--- src/rtc_pkg.sv ---
// shared constants and types for the calendar clock unit
package rtc_pkg;

    // ****************************************
    // register offsets (byte addresses)
    // ****************************************
    localparam logic [7:0] OFF_CTRL = 8'h00;
    localparam logic [7:0] OFF_SEC = 8'h04;
    localparam logic [7:0] OFF_MIN = 8'h08;
    localparam logic [7:0] OFF_HOUR = 8'h0C;
    localparam logic [7:0] OFF_DATE = 8'h10;
    localparam logic [7:0] OFF_WEEK = 8'h14;
    localparam logic [7:0] OFF_MONTH = 8'h18;
    localparam logic [7:0] OFF_YEAR = 8'h1C;
    localparam logic [7:0] OFF_CORR = 8'h20;
    localparam logic [7:0] OFF_AMIN = 8'h24;
    localparam logic [7:0] OFF_AHOUR = 8'h28;
    localparam logic [7:0] OFF_AWEEK = 8'h2C;
    localparam logic [7:0] OFF_STAT = 8'h30;
    localparam logic [7:0] OFF_MASK = 8'h34;
    localparam logic [7:0] OFF_REGEN = 8'h38;

    // ****************************************
    // field limits and periods
    // ****************************************
    localparam logic [5:0] SEC_MAX = 6'h3B;
    localparam logic [5:0] MIN_MAX = 6'h3B;
    localparam logic [4:0] HOUR_MAX = 5'h17;
    localparam logic [2:0] WEEK_MAX = 3'h6;
    localparam logic [3:0] MONTH_MAX = 4'hC;
    localparam logic [6:0] YEAR_MAX = 7'h63;
    localparam logic [3:0] MONTH_FEB = 4'h2;
    localparam int TICKS_PER_SEC = 32768;
    localparam logic [21:0] LP_MIN_SECS = 22'h00003C;
    localparam logic [21:0] LP_HOUR_SECS = 22'h000E10;
    localparam logic [21:0] LP_DAY_SECS = 22'h015180;
    localparam logic [21:0] LP_MONTH_SECS = 22'h278D00;

    // periodic interval select codes
    localparam logic [2:0] PER_OFF = 3'h0;
    localparam logic [2:0] PER_HALF = 3'h1;
    localparam logic [2:0] PER_SEC = 3'h2;
    localparam logic [2:0] PER_MIN = 3'h3;
    localparam logic [2:0] PER_HOUR = 3'h4;
    localparam logic [2:0] PER_DAY = 3'h5;
    localparam logic [2:0] PER_MONTH = 3'h6;

    // interrupt status bits
    localparam int EV_PER = 0;
    localparam int EV_ALM = 1;
    localparam int EV_FETCH = 2;

    // ****************************************
    // state types
    // ****************************************
    typedef struct packed {
        logic alm_en;
        logic [2:0] per_sel;
        logic hi_acc;
        logic out_en;
        logic clk_low;
        logic run;
    } ctrl_t;

    typedef struct packed {
        logic [6:0] year;
        logic [3:0] month;
        logic [4:0] date;
        logic [2:0] week;
        logic [4:0] hour;
        logic [5:0] min;
        logic [5:0] sec;
    } cal_t;

    typedef struct packed {
        logic [6:0] week;
        logic [4:0] hour;
        logic [5:0] min;
    } alarm_t;

    localparam ctrl_t CTRL_RST = '0;
    localparam logic [15:0] CORR_RST = 16'h0000;

    typedef struct packed {
        logic [2:0] sh;
    } sync_state_t;

    typedef struct packed {
        logic [17:0] cnt;
        logic [15:0] corr;
        logic half;
        logic sec;
        logic level;
    } presc_state_t;

endpackage

--- src/pin_edge_sync.sv ---
// two-flop synchroniser with rising-edge pulse for an oscillator pin
`timescale 1ns/10ps
module pin_edge_sync
    import rtc_pkg::*;
(
    input wire logic core_clk_i, // core clock
    input wire logic reset_n_i, // sync reset, active low
    input wire logic pin_i, // asynchronous oscillator pin
    output logic rise_o // one-cycle pulse per rising edge
);
    sync_state_t q;
    sync_state_t d;

    always_comb begin
        d.sh = {q.sh[1:0], pin_i};
    end

    always_ff @(posedge core_clk_i) begin
        if (!reset_n_i) begin
            q <= '0;
        end else begin
            q <= d;
        end
    end

    // edge taken only from second and third stage
    assign rise_o = q.sh[1] & ~q.sh[2];
endmodule

--- src/second_prescaler.sv ---
// divides the count clock to half-second and second ticks and the 1 Hz level
`timescale 1ns/10ps
module second_prescaler
    import rtc_pkg::*;
#(
    parameter int TICKS = TICKS_PER_SEC
) (
    input wire logic core_clk_i, // core clock
    input wire logic reset_n_i, // sync reset, active low
    input wire logic run_i, // counting enabled
    input wire logic tick_i, // one count-clock tick
    input wire logic hi_acc_i, // corrected period in use
    input wire logic [15:0] corr_i, // signed tick correction
    output logic half_o, // half-second pulse
    output logic sec_o, // second pulse
    output logic level_o // 1 Hz square wave
);
    localparam logic [17:0] BASE = 18'(TICKS);
    presc_state_t q;
    presc_state_t d;
    logic [17:0] limit;

    always_comb begin
        d = q;
        d.half = 1'b0;
        d.sec = 1'b0;
        limit = hi_acc_i ? BASE + {{2{q.corr[15]}}, q.corr} : BASE;
        if (!run_i) begin
            d.cnt = '0;
        end else if (tick_i) begin
            if (q.cnt >= limit - 18'h00001) begin
                d.cnt = '0;
                d.sec = 1'b1;
                d.corr = corr_i;
            end else begin
                d.cnt = q.cnt + 18'h00001;
            end
            if (q.cnt == {1'b0, limit[17:1]} - 18'h00001) begin
                d.half = 1'b1;
            end
        end
        d.level = run_i && (d.cnt < {1'b0, limit[17:1]});
    end

    always_ff @(posedge core_clk_i) begin
        if (!reset_n_i) begin
            q <= '0;
        end else begin
            q <= d;
        end
    end

    assign half_o = q.half;
    assign sec_o = q.sec;
    assign level_o = q.level;
endmodule

--- src/calendar_clock_unit.sv ---
// calendar clock unit: counters, alarm, periodic event, 1 Hz pin, apb slave
`timescale 1ns/10ps
module calendar_clock_unit
    import rtc_pkg::*;
(
    input wire logic core_clk_i, // 25 MHz core clock
    input wire logic reset_n_i, // system reset, sync, active low
    input wire logic por_n_i, // power-on reset, sync, active low
    input wire logic sub_clk_i, // subsystem oscillator pin
    input wire logic low_speed_osc_clock_i, // low-speed oscillator pin
    input wire logic fast_onchip_oscillator_on_i, // fast oscillator running
    input wire logic psel_i, // apb select
    input wire logic penable_i, // apb enable
    input wire logic pwrite_i, // apb write
    input wire logic [7:0] paddr_i, // apb byte address
    input wire logic [31:0] pwdata_i, // apb write data
    output logic [31:0] prdata_o, // apb read data
    output logic pready_o, // apb ready
    output logic pslverr_o, // apb error
    output logic clock_event_interrupt_o, // level interrupt
    output logic wake_request_o, // deep-stop wakeup level
    output logic converter_low_power_mode_o, // converter trigger pulse
    output logic periodic_pulse_o, // periodic event pulse
    output logic one_hz_o // 1 Hz pin
);
    typedef struct packed {
        ctrl_t ctrl;
        logic [15:0] corr;
        logic reg_en;
        cal_t cal;
        alarm_t alm;
        logic [2:0] stat;
        logic [2:0] mask;
        logic alm_hit;
        logic [21:0] lp_cnt;
        logic per_pulse;
        logic conv_trig;
        logic irq;
        logic one_hz;
        logic [31:0] prdata;
    } state_t;

    state_t q;
    state_t d;
    logic sub_rise;
    logic low_rise;
    logic half_t;
    logic sec_t;
    logic level;

    // ****************************************
    // helpers
    // ****************************************
    function automatic logic reg_known(input logic [7:0] a);
        return (a[1:0] == 2'b00) && (a <= OFF_REGEN);
    endfunction

    function automatic logic [4:0] days_in(input logic [3:0] m, input logic [6:0] y);
        logic [4:0] n;
        n = 5'h1F;
        if (m == 4'h4 || m == 4'h6 || m == 4'h9 || m == 4'hB) begin
            n = 5'h1E;
        end else if (m == MONTH_FEB) begin
            n = (y[1:0] == 2'b00) ? 5'h1D : 5'h1C;
        end
        return n;
    endfunction

    function automatic logic [21:0] lp_limit(input logic [2:0] s);
        logic [21:0] n;
        n = LP_MONTH_SECS;
        if (s == PER_MIN) begin
            n = LP_MIN_SECS;
        end else if (s == PER_HOUR) begin
            n = LP_HOUR_SECS;
        end else if (s == PER_DAY) begin
            n = LP_DAY_SECS;
        end
        return n;
    endfunction

    // ****************************************
    // clock sources and prescaler
    // ****************************************
    pin_edge_sync u_sub_sync (
        .core_clk_i(core_clk_i),
        .reset_n_i(reset_n_i),
        .pin_i(sub_clk_i),
        .rise_o(sub_rise)
    );

    pin_edge_sync u_low_sync (
        .core_clk_i(core_clk_i),
        .reset_n_i(reset_n_i),
        .pin_i(low_speed_osc_clock_i),
        .rise_o(low_rise)
    );

    // low-speed ticks stretch every period by the clock ratio
    second_prescaler u_presc (
        .core_clk_i(core_clk_i),
        .reset_n_i(reset_n_i),
        .run_i(q.ctrl.run),
        .tick_i(q.ctrl.clk_low ? low_rise : sub_rise),
        .hi_acc_i(q.ctrl.hi_acc & fast_onchip_oscillator_on_i),
        .corr_i(q.corr),
        .half_o(half_t),
        .sec_o(sec_t),
        .level_o(level)
    );

    // ****************************************
    // next-state logic
    // ****************************************
    logic cal_run;
    logic c_min;
    logic c_hour;
    logic c_day;
    logic c_mon;
    logic lp_ev;
    logic alm_now;
    logic wr;
    logic wr_ok;
    logic [2:0] ev;
    logic [31:0] rd;

    always_comb begin
        d = q;
        d.per_pulse = 1'b0;
        d.conv_trig = 1'b0;
        c_min = 1'b0;
        c_hour = 1'b0;
        c_day = 1'b0;
        c_mon = 1'b0;
        lp_ev = 1'b0;
        ev = 3'b000;
        cal_run = q.ctrl.run && !q.ctrl.clk_low && sec_t;

        // calendar cascade
        if (cal_run) begin
            if (q.cal.sec >= SEC_MAX) begin
                d.cal.sec = '0;
                c_min = 1'b1;
            end else begin
                d.cal.sec = q.cal.sec + 6'h01;
            end
        end
        if (c_min) begin
            if (q.cal.min >= MIN_MAX) begin
                d.cal.min = '0;
                c_hour = 1'b1;
            end else begin
                d.cal.min = q.cal.min + 6'h01;
            end
        end
        if (c_hour) begin
            if (q.cal.hour >= HOUR_MAX) begin
                d.cal.hour = '0;
                c_day = 1'b1;
            end else begin
                d.cal.hour = q.cal.hour + 5'h01;
            end
        end
        if (c_day) begin
            d.cal.week = (q.cal.week >= WEEK_MAX) ? 3'h0 : q.cal.week + 3'h1;
            if (q.cal.date >= days_in(q.cal.month, q.cal.year)) begin
                d.cal.date = 5'h01;
                c_mon = 1'b1;
            end else begin
                d.cal.date = q.cal.date + 5'h01;
            end
        end
        if (c_mon) begin
            if (q.cal.month >= MONTH_MAX) begin
                d.cal.month = 4'h1;
                d.cal.year = (q.cal.year >= YEAR_MAX) ? 7'h00 : q.cal.year + 7'h01;
            end else begin
                d.cal.month = q.cal.month + 4'h1;
            end
        end

        // low-speed periodic second counter
        if (!q.ctrl.run || !q.ctrl.clk_low) begin
            d.lp_cnt = '0;
        end else if (sec_t) begin
            if (q.lp_cnt >= lp_limit(q.ctrl.per_sel) - 22'h000001) begin
                d.lp_cnt = '0;
                lp_ev = 1'b1;
            end else begin
                d.lp_cnt = q.lp_cnt + 22'h000001;
            end
        end

        // periodic event selection
        if (q.ctrl.run) begin
            unique case (q.ctrl.per_sel)
                PER_OFF: ev[EV_PER] = 1'b0;
                PER_HALF: ev[EV_PER] = half_t | sec_t;
                PER_SEC: ev[EV_PER] = sec_t;
                PER_MIN: ev[EV_PER] = q.ctrl.clk_low ? lp_ev : c_min;
                PER_HOUR: ev[EV_PER] = q.ctrl.clk_low ? lp_ev : c_hour;
                PER_DAY: ev[EV_PER] = q.ctrl.clk_low ? lp_ev : c_day;
                PER_MONTH: ev[EV_PER] = q.ctrl.clk_low ? lp_ev : c_mon;
                default: ev[EV_PER] = 1'b0;
            endcase
        end
        d.per_pulse = ev[EV_PER];
        ev[EV_FETCH] = q.ctrl.run && sec_t;

        // alarm compare, edge of match
        alm_now = q.ctrl.alm_en && q.ctrl.run && !q.ctrl.clk_low
            && (q.cal.week <= WEEK_MAX) && q.alm.week[q.cal.week]
            && (q.cal.hour == q.alm.hour) && (q.cal.min == q.alm.min);
        d.alm_hit = alm_now;
        ev[EV_ALM] = alm_now && !q.alm_hit;

        // apb write
        wr = psel_i && penable_i && pwrite_i;
        wr_ok = wr && q.reg_en;
        if (wr) begin
            unique case (paddr_i)
                OFF_CTRL: if (wr_ok) d.ctrl = ctrl_t'(pwdata_i[7:0]);
                OFF_SEC: if (wr_ok) d.cal.sec = pwdata_i[5:0];
                OFF_MIN: if (wr_ok) d.cal.min = pwdata_i[5:0];
                OFF_HOUR: if (wr_ok) d.cal.hour = pwdata_i[4:0];
                OFF_DATE: if (wr_ok) d.cal.date = pwdata_i[4:0];
                OFF_WEEK: if (wr_ok) d.cal.week = pwdata_i[2:0];
                OFF_MONTH: if (wr_ok) d.cal.month = pwdata_i[3:0];
                OFF_YEAR: if (wr_ok) d.cal.year = pwdata_i[6:0];
                OFF_CORR: if (wr_ok) d.corr = pwdata_i[15:0];
                OFF_AMIN: if (wr_ok) d.alm.min = pwdata_i[5:0];
                OFF_AHOUR: if (wr_ok) d.alm.hour = pwdata_i[4:0];
                OFF_AWEEK: if (wr_ok) d.alm.week = pwdata_i[6:0];
                OFF_STAT: d.stat = q.stat & ~pwdata_i[2:0];
                OFF_MASK: d.mask = pwdata_i[2:0];
                OFF_REGEN: d.reg_en = pwdata_i[0];
                default: d.reg_en = q.reg_en;
            endcase
        end

        // sticky status, a new event beats the clear
        d.stat = d.stat | ev;
        d.irq = |(d.stat & d.mask);
        d.conv_trig = |(ev & q.mask);
        // pin level re-registered so the enable gate cannot glitch it
        d.one_hz = q.ctrl.out_en && level;

        // read data captured in the setup cycle
        rd = 32'h0000_0000;
        unique case (paddr_i)
            OFF_CTRL: rd[7:0] = q.ctrl;
            OFF_SEC: rd[5:0] = q.cal.sec;
            OFF_MIN: rd[5:0] = q.cal.min;
            OFF_HOUR: rd[4:0] = q.cal.hour;
            OFF_DATE: rd[4:0] = q.cal.date;
            OFF_WEEK: rd[2:0] = q.cal.week;
            OFF_MONTH: rd[3:0] = q.cal.month;
            OFF_YEAR: rd[6:0] = q.cal.year;
            OFF_CORR: rd[15:0] = q.corr;
            OFF_AMIN: rd[5:0] = q.alm.min;
            OFF_AHOUR: rd[4:0] = q.alm.hour;
            OFF_AWEEK: rd[6:0] = q.alm.week;
            OFF_STAT: rd[2:0] = q.stat;
            OFF_MASK: rd[2:0] = q.mask;
            OFF_REGEN: rd[0] = q.reg_en;
            default: rd = 32'h0000_0000;
        endcase
        if (psel_i && !penable_i) begin
            d.prdata = rd;
        end
    end

    // ****************************************
    // state register
    // ****************************************
    // calendar and alarm fields take no reset at all
    always_ff @(posedge core_clk_i) begin
        q.cal <= d.cal;
        q.alm <= d.alm;
        // control and correction survive every reset but power-on
        if (!por_n_i) begin
            q.ctrl <= CTRL_RST;
            q.corr <= CORR_RST;
        end else begin
            q.ctrl <= d.ctrl;
            q.corr <= d.corr;
        end
        // event state clears on either reset
        if (!reset_n_i || !por_n_i) begin
            q.reg_en <= 1'b0;
            q.stat <= '0;
            q.mask <= '0;
            q.alm_hit <= 1'b0;
            q.lp_cnt <= '0;
            q.per_pulse <= 1'b0;
            q.conv_trig <= 1'b0;
            q.irq <= 1'b0;
            q.one_hz <= 1'b0;
            q.prdata <= '0;
        end else begin
            q.reg_en <= d.reg_en;
            q.stat <= d.stat;
            q.mask <= d.mask;
            q.alm_hit <= d.alm_hit;
            q.lp_cnt <= d.lp_cnt;
            q.per_pulse <= d.per_pulse;
            q.conv_trig <= d.conv_trig;
            q.irq <= d.irq;
            q.one_hz <= d.one_hz;
            q.prdata <= d.prdata;
        end
    end

    // ****************************************
    // outputs
    // ****************************************
    assign prdata_o = q.prdata;
    assign pready_o = 1'b1;
    assign pslverr_o = psel_i && penable_i && !reg_known(paddr_i);
    assign clock_event_interrupt_o = q.irq;
    assign wake_request_o = q.irq;
    assign converter_low_power_mode_o = q.conv_trig;
    assign periodic_pulse_o = q.per_pulse;
    assign one_hz_o = q.one_hz;
endmodule

--- config.mk ---
export PLATFORM = sky130hd
export DESIGN_NAME = calendar_clock_unit
export DESIGN_NICKNAME = d
export VERILOG_FILES = /design/src/rtc_pkg.sv /design/src/pin_edge_sync.sv /design/src/second_prescaler.sv /design/src/calendar_clock_unit.sv
export SDC_FILE = /design/constraint.sdc
export NUM_CORES = 1
export LEC_CHECK = 0
export ABC_AREA = 1
export BUFFER_PORTS_ARGS = -buffer_cell sky130_fd_sc_hd__buf_2
export CORE_UTILIZATION = 30
export DETAILED_ROUTE_END_ITERATION = 16
export GPL_TIMING_DRIVEN = 0
export PLACE_DENSITY_LB_ADDON = 0.2
export SLEW_MARGIN = 30
export SYNTH_ARGS = -nofsm -noshare
export SYNTH_HDL_FRONTEND = slang
export SYNTH_SLANG_ARGS = --single-unit
--- constraint.sdc ---
create_clock -name core_clk_i -period 4.7 [get_ports core_clk_i]
set_clock_uncertainty 0.05 [all_clocks]
set_input_delay 0.235 -clock core_clk_i [delete_from_list [all_inputs] [get_ports core_clk_i]]
set_output_delay 0.235 -clock core_clk_i [all_outputs]
set_load 0.1 [all_outputs]
==> key figures, run 1 <==
Route
  – DR vias: 10.1k
  – Initial DRC count: 672
  – Vias per cell: 4.78
  – Final ANT Viol Nets: 0
  – Wire per inst: 16.1 um
  – Drt pass-1 iters: 6
  – Routed WL: 34100 um
  – Drc violations: 0

Layout
  – Layout Cells excl Fill: 2122
  – # fillers: 3849
  – FF/Latch Area: 3600 um2
  – Share of cells above drive strength 1: 13.7%
  – Most common cell after layout, fill and taps aside: nand2_1
  – Area Overhead vs Synth: 17.1%
  – Number of antenna diodes: 0
  – Nets: 1767
  – Most frequent cells in the layout: nand2_1, inv_1, nor2_1
  – Area of the multi-input gates: 6190 um2

Clock network
  – Total clock buffers created by CTS: 17
  – TritonCTS clock tree: done
  – Worst-case clock buffer depth: 2
  – Clock slew at reported path FFs: 80 ps
  – CTS root buf: clkbuf_16
  – Htree depth: 4
  – Clock latency on the worst-skew pair: 460 ps
  – Clk sinks: 171

Placement
  – Placed insts: 2066
  – Gpl congestion: 0.915
  – Port Buffers: 52
  – Detailed-placement wirelength estimate: 26700 um

Yosys
  – Post-Synthesis Cells: 1535
  – Yosys cell types: 59
  – Mean Syn Cell Area: 7.08 um2
  – Post-synthesis sequential area ratio: 33.1%
  – Synthesized area: 10900 um2
  – Post-synth EDFFs: 18
  – Main synth FF type: dfxtp_1
  – Ys async rst share: 0%
  – Synth Register Bits: 171
  – Yosys warns: 0

Die
  – I/O pin cnt: 88
  – Die area: 37000 um2
  – Row Count: 69
  – Die Span Y: 192 um
  – Core area: 35600 um2
  – DIE WIDTH: 192 um
  – Initial core utilization: 30.6%

Global routing
  – Grt total ovfl: 0
  – All-layer global routing usage: 19.0%
  – Met2 Usage GRT: 30.3%
  – Vias in the first global route: 9708
  – Maximum number of pins on one net before global-route repair: 21
  – Most used routing layer: met2
  – Met1 Usage GRT: 26.3%
  – Initial antenna violation count: 0
  – Global-route wire length before repair: 53600 um
  – Grt met3 use: 2.95%

Power and ir drop
  – Int Pwr: 2.25 mW
  – Power density over the cells: 248 nW/um2
  – Switching power: 0.911 mW
  – Flop pwr share: 46.8%
  – Gate power share: 6.3%
  – Switching share of power: 28.9%
  – Leak: 5.70 nW
  – Clock Power Share: 46.9%
  – Worst vdd ir: 0.270 mV

Hold path
  – Hold path cells: 1
  – Hold Path End: q[75]$_DFFE_PP_
  – HP Class: input port to flop
  – Hold_sp: pwdata_i[4]

Critical path
  – Crit path DAT: 4770 ps
  – Crit path required time: 5030 ps
  – Worst reg2reg setup slack: 270 ps
  – CP max stage delay: 500 ps
  – CP max FO: 10
  – Worst path bufs/invs: 6
  – FF-to-FF End: u_presc.level_o$_SDFF_PN0_
  – Setup CP Type: flop to flop
  – Crit path max-delay family: simple AND/OR/NAND/NOR gates
  – Worst reg-to-reg path cell count: 27
  – Setup crit end kind: flop
  – Slowest cell on the critical path: nor4_1
  – Reg2Reg Launch Point: q[139]$_SDFFE_PN0P_
  – Setup crit start kind: flop

Timing
  – # setup viols final: 0
  – Crit path time final: 4430 ps
  – F_max: 225 MHz
  – Least-Margin Pin Slew: 1010 ps
  – Hold WS: 19.0 ps
  – Final hold vios: 0
  – Final slew viol count: 0
  – Slew margin rel.: 32.5%
  – Final worst path period share: 94.4%

Flow run
  – Max-Cap Viols: 0

Outcome
  – Status: finished, final reports clean
routing by layer:
layer	wire length, um	up-vias
li1	-	5251
met1	16600	4621
met2	15300	227
met3	1530	34
met4	700	0
met5	0	-
area by class of cell:
cell class,count,area share [%]
sequential,171,28.3
inverter,221,6.57
clock buffer,17,3.34
multi-input combinational,1097,48.7
tap,461,4.53
clock inverter,15,1.42
timing repair buffer,76,3.79
buffer,64,3.37
cell usage after synthesis, types with 8 or more instances:
cell / instances / share of area (%)
inv_1: 208 / 7.2
xor2_1: 51 / 4.1
o21ai_0: 125 / 5.8
clkbuf_1: 14 / 0.48
buf_2: 10 / 0.46
nand3_1: 67 / 3.1
nor3_1: 34 / 1.6
o22ai_1: 23 / 1.3
nor4_1: 8 / 0.46
nand4_1: 34 / 2.0
inv_2: 9 / 0.31
xnor2_1: 14 / 1.1
a21oi_1: 103 / 4.7
o211ai_1: 11 / 0.76
edfxtp_1: 18 / 5.0
nor2_2: 13 / 0.75
nand2_1: 270 / 9.3
nor2_1: 178 / 6.1
ha_1: 70 / 8.1
buf_4: 36 / 2.5
dfxtp_1: 153 / 28
nor2_4: 8 / 0.83
worst max-delay path by stage:
stage	from	to	depth (start not counted)
floorplan	q[139]$_SDFFE_PN0P_	u_presc.level_o$_SDFF_PN0_	29
global placement	q[139]$_SDFFE_PN0P_	u_presc.level_o$_SDFF_PN0_	28
detailed placement	q[139]$_SDFFE_PN0P_	u_presc.level_o$_SDFF_PN0_	28
CTS	q[139]$_SDFFE_PN0P_	u_presc.level_o$_SDFF_PN0_	32
global route	q[139]$_SDFFE_PN0P_	u_presc.level_o$_SDFF_PN0_	32
finish	q[139]$_SDFFE_PN0P_	u_presc.level_o$_SDFF_PN0_	27
timing repair:
action,in CTS,in global routing
hold endpoints to repair,10,0
hold buffers,10,0
gates resized for setup,15,21
buffers inserted,1,12
pin swaps,1,9
gates cloned,0,1
endpoints found under the setup margin,1,1
per-stage QoR:
stage / setup slack (ps) / utilization [%] / instance area (um2) / setup TNS, ps / total power, mW
final: 265 / 35.8 / 12700 / 0 / 3.16
after global routing: -54.1 / 35.8 / 12700 / -54.1 / 3.27
after CTS: 0.116 / 35.3 / 12500 / 0 / 3.19
after detailed placement: -524 / 33.1 / 11800 / -524 / 1.70
after global placement: -508 / 33.1 / 11800 / -508 / 1.70
after floorplan: 727 / - / 10900 / 0 / 1.65
cells by family (layout without fill, tap and decap cells):
group,after synthesis,in the layout,synth area share (%)
DFF,171,171,33.1
AOI/OAI and AO/OA,298,298,15.1
xor gates and xnor gates,65,65,5.24
adders and majority gates,70,70,8.06
other,2,20,0.0691
buffers and inverters,285,393,11.5
and+or+nand+nor,644,644,26.8
registers in the layout, summed over array words and instances (netlist names):
register and flops:
u_presc.level_o 1, converter_low_power_mode_o 1, prdata_o 16, q 108, u_presc.half_o 1, u_low_sync.q 3
clock_event_interrupt_o 1, one_hz_o 1, u_presc.q 34, u_presc.sec_o 1, periodic_pulse_o 1, u_sub_sync.q 3
power by group through the flow:
stage / Sequential (mW) / Clock (mW) / Combinational (mW)
after floorplan: 1.51 / 0 / 0.138
after detailed placement: 1.51 / 0 / 0.191
after CTS: 1.48 / 1.51 / 0.198
final: 1.48 / 1.48 / 0.198
after global placement: 1.51 / 0 / 0.190
after global routing: 1.48 / 1.58 / 0.211
No activity file was read; power rests on OpenSTA's default activity.
==> inputs of run 2 (changes only) <==
--- a/config.mk
+++ b/config.mk
@@ -11,6 +11,7 @@
 export DETAILED_ROUTE_END_ITERATION = 16
 export GPL_TIMING_DRIVEN = 0
 export PLACE_DENSITY_LB_ADDON = 0.2
+export RECOVER_POWER = 100
 export SLEW_MARGIN = 30
 export SYNTH_ARGS = -nofsm -noshare
 export SYNTH_HDL_FRONTEND = slang
==> constraint.sdc (replaced) <==
create_clock -name core_clk_i -period 5.1 [get_ports core_clk_i]
set_clock_uncertainty 0.05 [all_clocks]
set_input_delay 0.255 -clock core_clk_i [delete_from_list [all_inputs] [get_ports core_clk_i]]
set_output_delay 0.255 -clock core_clk_i [all_outputs]
set_load 0.1 [all_outputs]
==> run 2 against run 1 <==
  * Final cell count fell by 0.66%
  * Via count fell by 0.15%
  * Sequential power fell by 8%
  * Critical path depth rose by 1
  * Sequential share of layout area rose by 0.61 points
  * Clock power fell by 8%
  * Critical endpoint unchanged
  * Largest cell class unchanged
==> key figures, run 2 (synthesized netlist as in run 1, its figures left out) <==
Route
  – Routed WL: 33900 um (-0.75%)
  – Drt pass-1 iters: 7 (+1)
  – DR vias: 10.1k (-0.15%)
  – Wire per inst: 16.1 um (about the same)
  – Initial DRC count: 698 (+3.9%)
  – Final ANT Viol Nets: 0 (unchanged)
  – Vias per cell: 4.80 (+0.52%)
  – Drc violations: 0 (unchanged)

Clock network
  – CTS root buf: clkbuf_16
  – Htree depth: 4 (unchanged)
  – Clock slew at reported path FFs: 80 ps (about the same)
  – Total clock buffers created by CTS: 17 (unchanged)
  – Clk sinks: 171 (unchanged)
  – Setup bufs post-CTS: 0 (-1)
  – Worst-case clock buffer depth: 2 (unchanged)
  – TritonCTS clock tree: done
  – Clock latency on the worst-skew pair: 450 ps (about the same)

Die
  – Core area: 35600 um2 (unchanged)
  – Die Span Y: 192 um (unchanged)
  – Die area: 37000 um2 (unchanged)
  – I/O pin cnt: 88 (unchanged)
  – Initial core utilization: 30.6% (unchanged)
  – Row Count: 69 (unchanged)
  – DIE WIDTH: 192 um (unchanged)

Critical path
  – CP max FO: 10 (unchanged)
  – Crit path DAT: 5010 ps (+240 ps)
  – Crit path required time: 5420 ps (+390 ps)
  – CP max stage delay: 360 ps (-140 ps)
  – Setup crit end kind: flop
  – Slowest cell on the critical path: dfxtp_1
  – Setup CP Type: flop to flop
  – CP most frequent cell: a21oi_1
  – Setup crit start kind: flop

Global routing
  – Grt total ovfl: 0 (unchanged)
  – Vias in the first global route: 9709 (+0.010%)
  – Maximum number of pins on one net before global-route repair: 21 (unchanged)
  – Initial antenna violation count: 0 (unchanged)
  – Global-route wire length before repair: 53500 um (-0.10%)
  – All-layer global routing usage: 19.0% (about the same)

Placement
  – Post-DP Area: 11800 um2 (unchanged)
  – DP Worst Slack: -128 ps (+396 ps)
  – Gpl congestion: 0.915 (unchanged)
  – Port Buffers: 52 (unchanged)
  – Placed insts: 2066 (unchanged)
  – Detailed-placement wirelength estimate: 26700 um (unchanged)

Timing
  – Least-Margin Pin Slew: 1180 ps (+171 ps)
  – F_max: 213 MHz (-5.4%)
  – Slew margin rel.: 21.8% (-11 points)
  – # setup viols final: 0 (unchanged)
  – RSZ-0062 raised after global routing: false
  – Final worst path period share: 91.9% (-2.4 points)
  – Setup ws final: 411 ps (+145 ps)
  – Total negative slack: 0 ps (unchanged)
  – Crit path time final: 4690 ps (+255 ps)
  – Final hold vios: 0 (unchanged)
  – Final slew viol count: 0 (unchanged)

Power and ir drop
  – Worst vdd ir: 0.246 mV (-8.8%)
  – Total Power: 2.91 mW (-7.9%)
  – Power density over the cells: 233 nW/um2 (-5.9%)
  – Leak: 5.45 nW (-4.2%)

Hold path
  – HP Class: input port to flop

Layout
  – Largest Register: q
  – # fillers: 3883 (+0.88%)
  – Post-layout instance area: 12500 um2 (-2.1%)
  – Most common cell after layout, fill and taps aside: nand2_1
  – Layout Cells excl Fill: 2108 (-0.66%)
  – Nets: 1753 (-0.79%)
  – Most frequent cells in the layout: nand2_1, inv_1, nor2_1
  – Number of antenna diodes: 0 (unchanged)
  – Share of cells above drive strength 1: 9.29% (-4.4 points)
  – Area Overhead vs Synth: 14.6%
  – Max reg flops: 108 (unchanged)

Flow run
  – Max-Cap Viols: 0 (unchanged)

Outcome
  – Status: finished, final reports clean
-- run 2: cell types whose count changed in the layout (fill, tap and decap cells not counted), sizes merged --
cell    previous run  this run
buf              115        65
clkbuf            32        68
-- run 2: final cells by class --
| cell class | instances | area (um2) | area share, % |
|---|---|---|---|
| buffer | 64 | 412 | 3.30 |
| clock buffer | 17 | 425 | 3.41 |
| clock inverter | 15 | 181 | 1.46 |
| inverter | 221 | 837 | 6.72 |
| multi-input combinational | 1097 | 6100 | 49.0 |
| sequential | 171 | 3600 | 28.9 |
| tap | 461 | 577 | 4.63 |
| timing repair buffer | 62 | 323 | 2.59 |
-- run 2: repair_timing --
action	4_1_cts	5_1_grt
endpoints found under the hold margin	10	0
hold buffers	10	0
resized for setup	2	11
setup endpoints to repair	1	1
-- run 2: stage by stage --
step           utilization (%)  hold slack (ps)
2_1_floorplan                -              303
3_3_place_gp              33.1              350
3_5_place_dp              33.1              361
4_1_cts                   35.1             31.1
5_1_grt                   35.0             78.2
6_report                  35.0             60.6
-- run 2: report_power, final --
group / total, mW / leakage (nW) / switching [mW] / internal (mW)
Combinational: 0.180 / 3.76 / 0.143 / 0.0367
Sequential: 1.36 / 1.40 / 0.00248 / 1.36
Clock: 1.36 / 0.297 / 0.693 / 0.672
-- run 2: final timing paths --
path	startpoint	end	slack, ps	cells past startpoint
worst max-delay path	q[139]$_SDFFE_PN0P_	u_presc.level_o$_SDFF_PN0_	410	28
worst min-delay path	pwdata_i[7]	q[127]$_SDFFE_PN0P_	60	3
worst max register to register	q[139]$_SDFFE_PN0P_	u_presc.level_o$_SDFF_PN0_	410	28
worst min register to register	u_sub_sync.q[0]$_SDFF_PN0_	u_sub_sync.q[1]$_SDFF_PN0_	370	2
-- run 2: layer usage --
| layer | vias to the layer above | part of all wire (%) | track usage (%) |
|---|---|---|---|
| met3 | 34 | 4.0 | 2.95 |
| met5 | - | 0 | 0 |
| met2 | 212 | 45 | 30.2 |
| met1 | 4648 | 49 | 26.3 |
| li1 | 5224 | - | - |
| met4 | 0 | 2.1 | 5.48 |
-- run 2: worst max-delay path: cells and delay by family, from the launching register on --
kind | cells | cell delay (ps)
simple gates | 11 | 1460
fa+ha+maj | 3 | 660
flops | 1 | 360
buf+inv | 6 | 750
compound gates | 7 | 1130
xor+xnor | 1 | 170
==> inputs of run 3 (changes only) <==
--- a/config.mk
+++ b/config.mk
@@ -7,6 +7,7 @@
 export LEC_CHECK = 0
 export ABC_AREA = 1
 export BUFFER_PORTS_ARGS = -buffer_cell sky130_fd_sc_hd__buf_2
+export CORE_ASPECT_RATIO = 0.7
 export CORE_UTILIZATION = 30
 export DETAILED_ROUTE_END_ITERATION = 16
 export GPL_TIMING_DRIVEN = 0
==> run 3 against run 2 <==
  * Clock power is essentially flat
  * Highest routed layer unchanged
  * Design area grew 0.10%
  * First-iteration DRC count grew 36%
  * Combinational power is essentially flat
  * Largest power group unchanged
  * Clock-buffer cell count grew 1
  * Register-to-register slack lost 70 ps
  * Critical path type unchanged
==> key figures, run 3 (synthesized netlist as in run 1, its figures left out) <==
Global routing
  – All-layer global routing usage: 19.0% (about the same)
  – Grt total ovfl: 0 (unchanged)
  – Global-route wire length before repair: 54200 um (+1.2%)
  – Maximum number of pins on one net before global-route repair: 18 (-14%)
  – Vias in the first global route: 9393 (-3.3%)
  – Initial antenna violation count: 0 (unchanged)

Route
  – Initial DRC count: 952 (+36%)
  – Routed length on met1: 18900 um (+13%)
  – Top Layer Used: met4
  – DR vias: 10.3k (+1.7%)
  – Drt pass-1 iters: 6 (-1)
  – DR WL met3: 2480 um (+82%)
  – Wire per inst: 16.4 um (+1.8%)
  – Final ANT Viol Nets: 0 (unchanged)
  – Drc violations: 0 (unchanged)
  – Routed WL: 34700 um (+2.5%)
  – WL met2: 13100 um (-14%)
  – Vias per cell: 4.85 (+1.0%)

Die
  – Row Count: 57 (-17%)
  – Die Span Y: 161 um (-16%)
  – Die area: 37000 um2 (about the same)
  – Core area: 35200 um2 (-1.2%)
  – I/O pin cnt: 88 (unchanged)
  – Initial core utilization: 30.9% (+0.36 points)
  – DIE WIDTH: 230 um (+19%)

Clock network
  – Clock slew at reported path FFs: 80 ps (about the same)
  – Total clock buffers created by CTS: 17 (unchanged)
  – Clk sinks: 171 (unchanged)
  – TritonCTS clock tree: done
  – Worst-case clock buffer depth: 2 (unchanged)
  – Htree depth: 4 (unchanged)
  – CTS root buf: clkbuf_16
  – Clock latency on the worst-skew pair: 440 ps (about the same)

Timing
  – Final slew viol count: 0 (unchanged)
  – Least-Margin Pin Slew: 1170 ps (-5.33 ps)
  – F_max: 210 MHz (-1.6%)
  – # setup viols final: 0 (unchanged)
  – Slew margin rel.: 22.1% (+0.35 points)
  – Crit path time final: 4760 ps (+74.8 ps)
  – Hold WS: 83.5 ps (+22.9 ps)
  – Setup ws final: 336 ps (-74.8 ps)
  – Final hold vios: 0 (unchanged)
  – Final worst path period share: 93.4% (+1.5 points)

Hold path
  – Hold path cells: 3 (unchanged)
  – HP Class: input port to flop

Layout
  – Area Overhead vs Synth: 14.7%
  – FF/Latch Area: 3600 um2 (unchanged)
  – Area of the multi-input gates: 6090 um2 (-0.12%)
  – Most common cell after layout, fill and taps aside: nand2_1
  – Share of cells above drive strength 1: 9.51% (+0.22 points)
  – Most frequent cells in the layout: nand2_1, inv_1, nor2_1
  – Number of antenna diodes: 0 (unchanged)
  – # fillers: 3815 (-1.8%)
  – Max reg flops: 108 (unchanged)
  – Nets: 1757 (+0.23%)
  – Largest Register: q
  – Final Util: 35.5% (+0.44 points)

Critical path
  – Crit path DAT: 5080 ps (+70 ps)
  – Crit path required time: 5420 ps (about the same)
  – Worst path bufs/invs: 5 (-1)
  – CP most frequent cell: nand2_1
  – Slowest cell on the critical path: dfxtp_1
  – Crit path depth: 32 (+14%)
  – Setup crit end kind: flop
  – Setup CP Type: flop to flop
  – CP max FO: 10 (unchanged)
  – Crit path max-delay family: simple AND/OR/NAND/NOR gates
  – CP max stage delay: 360 ps (about the same)
  – Worst reg-to-reg path cell count: 32 (+14%)
  – Setup crit start kind: flop

Power and ir drop
  – Total Power: 2.87 mW (-1.3%)
  – Leak: 5.45 nW (-0.16%)
  – Worst vdd ir: 0.270 mV (+9.5%)
  – Power density over the cells: 230 nW/um2 (-1.4%)

Placement
  – DP Worst Slack: -310 ps (-182 ps)
  – Gpl congestion: 0.936 (+2.3%)
  – Detailed-placement wirelength estimate: 27700 um (+3.7%)
  – Port Buffers: 52 (unchanged)

Flow run
  – Max-Cap Viols: 0 (unchanged)

Outcome
  – Status: finished, final reports clean
[run 3: final cells by class]
class,instances,area share (%)
inverters,221,6.69
well taps,472,4.74
repair buffers,66,2.83
flip-flops and latches,171,28.9
clock buffers,18,3.44
clock inverters,14,1.23
multi-input cells,1097,48.9
plain buffers,64,3.32
[run 3: final timing paths]
path / start / to / slack (ps)
min: pwdata_i[7] / q[127]$_SDFFE_PN0P_ / 80
max reg2reg: q[139]$_SDFFE_PN0P_ / u_presc.level_o$_SDFF_PN0_ / 340
max: q[139]$_SDFFE_PN0P_ / u_presc.level_o$_SDFF_PN0_ / 340
min reg2reg: u_presc.level_o$_SDFF_PN0_ / one_hz_o$_SDFF_PP0_ / 370
[run 3: worst reg2reg max path: cells and delay by family, from the launching register on]
kind / cells / cell delay (ps)
simple gates: 16 / 1700
compound gates: 8 / 1280
fa+ha+maj: 3 / 710
buf+inv: 5 / 600
flops: 1 / 360
[run 3: power by group]
| part | total [mW] | switching [mW] | internal (mW) | leakage (nW) |
|---|---|---|---|---|
| clock | 1.33 | 0.631 | 0.695 | 0.285 |
| sequential | 1.36 | 0.00253 | 1.36 | 1.40 |
| combinational | 0.181 | 0.145 | 0.0368 | 3.77 |
| total | 2.87 | 0.778 | 2.09 | 5.45 |
[run 3: per-layer routing]
| layer | vias to the layer above | track usage [%] |
|---|---|---|
| met5 | - | 0 |
| met4 | 0 | 3.21 |
| met3 | 20 | 3.99 |
| met2 | 271 | 24.8 |
| met1 | 4764 | 30.9 |
| li1 | 5239 | - |
[run 3: through the flow]
stage / instances / TNS, ps / area, um2
after floorplan: 1553 / 0 / 10900
after CTS: 2119 / 0 / 12500
after global routing: 2123 / -46.9 / 12500
after global placement: 2077 / -339 / 11800
after detailed placement: 2077 / -310 / 11800
final: 2123 / 0 / 12500
[run 3: timing repair]
item                       CTS  global route
hold endpoints to repair    10             0
pin swaps                    0             4
setup endpoints to repair    1             1
buffers inserted             0             4
gates cloned                 0             0
resized for setup            6            15
hold buffers                10             0
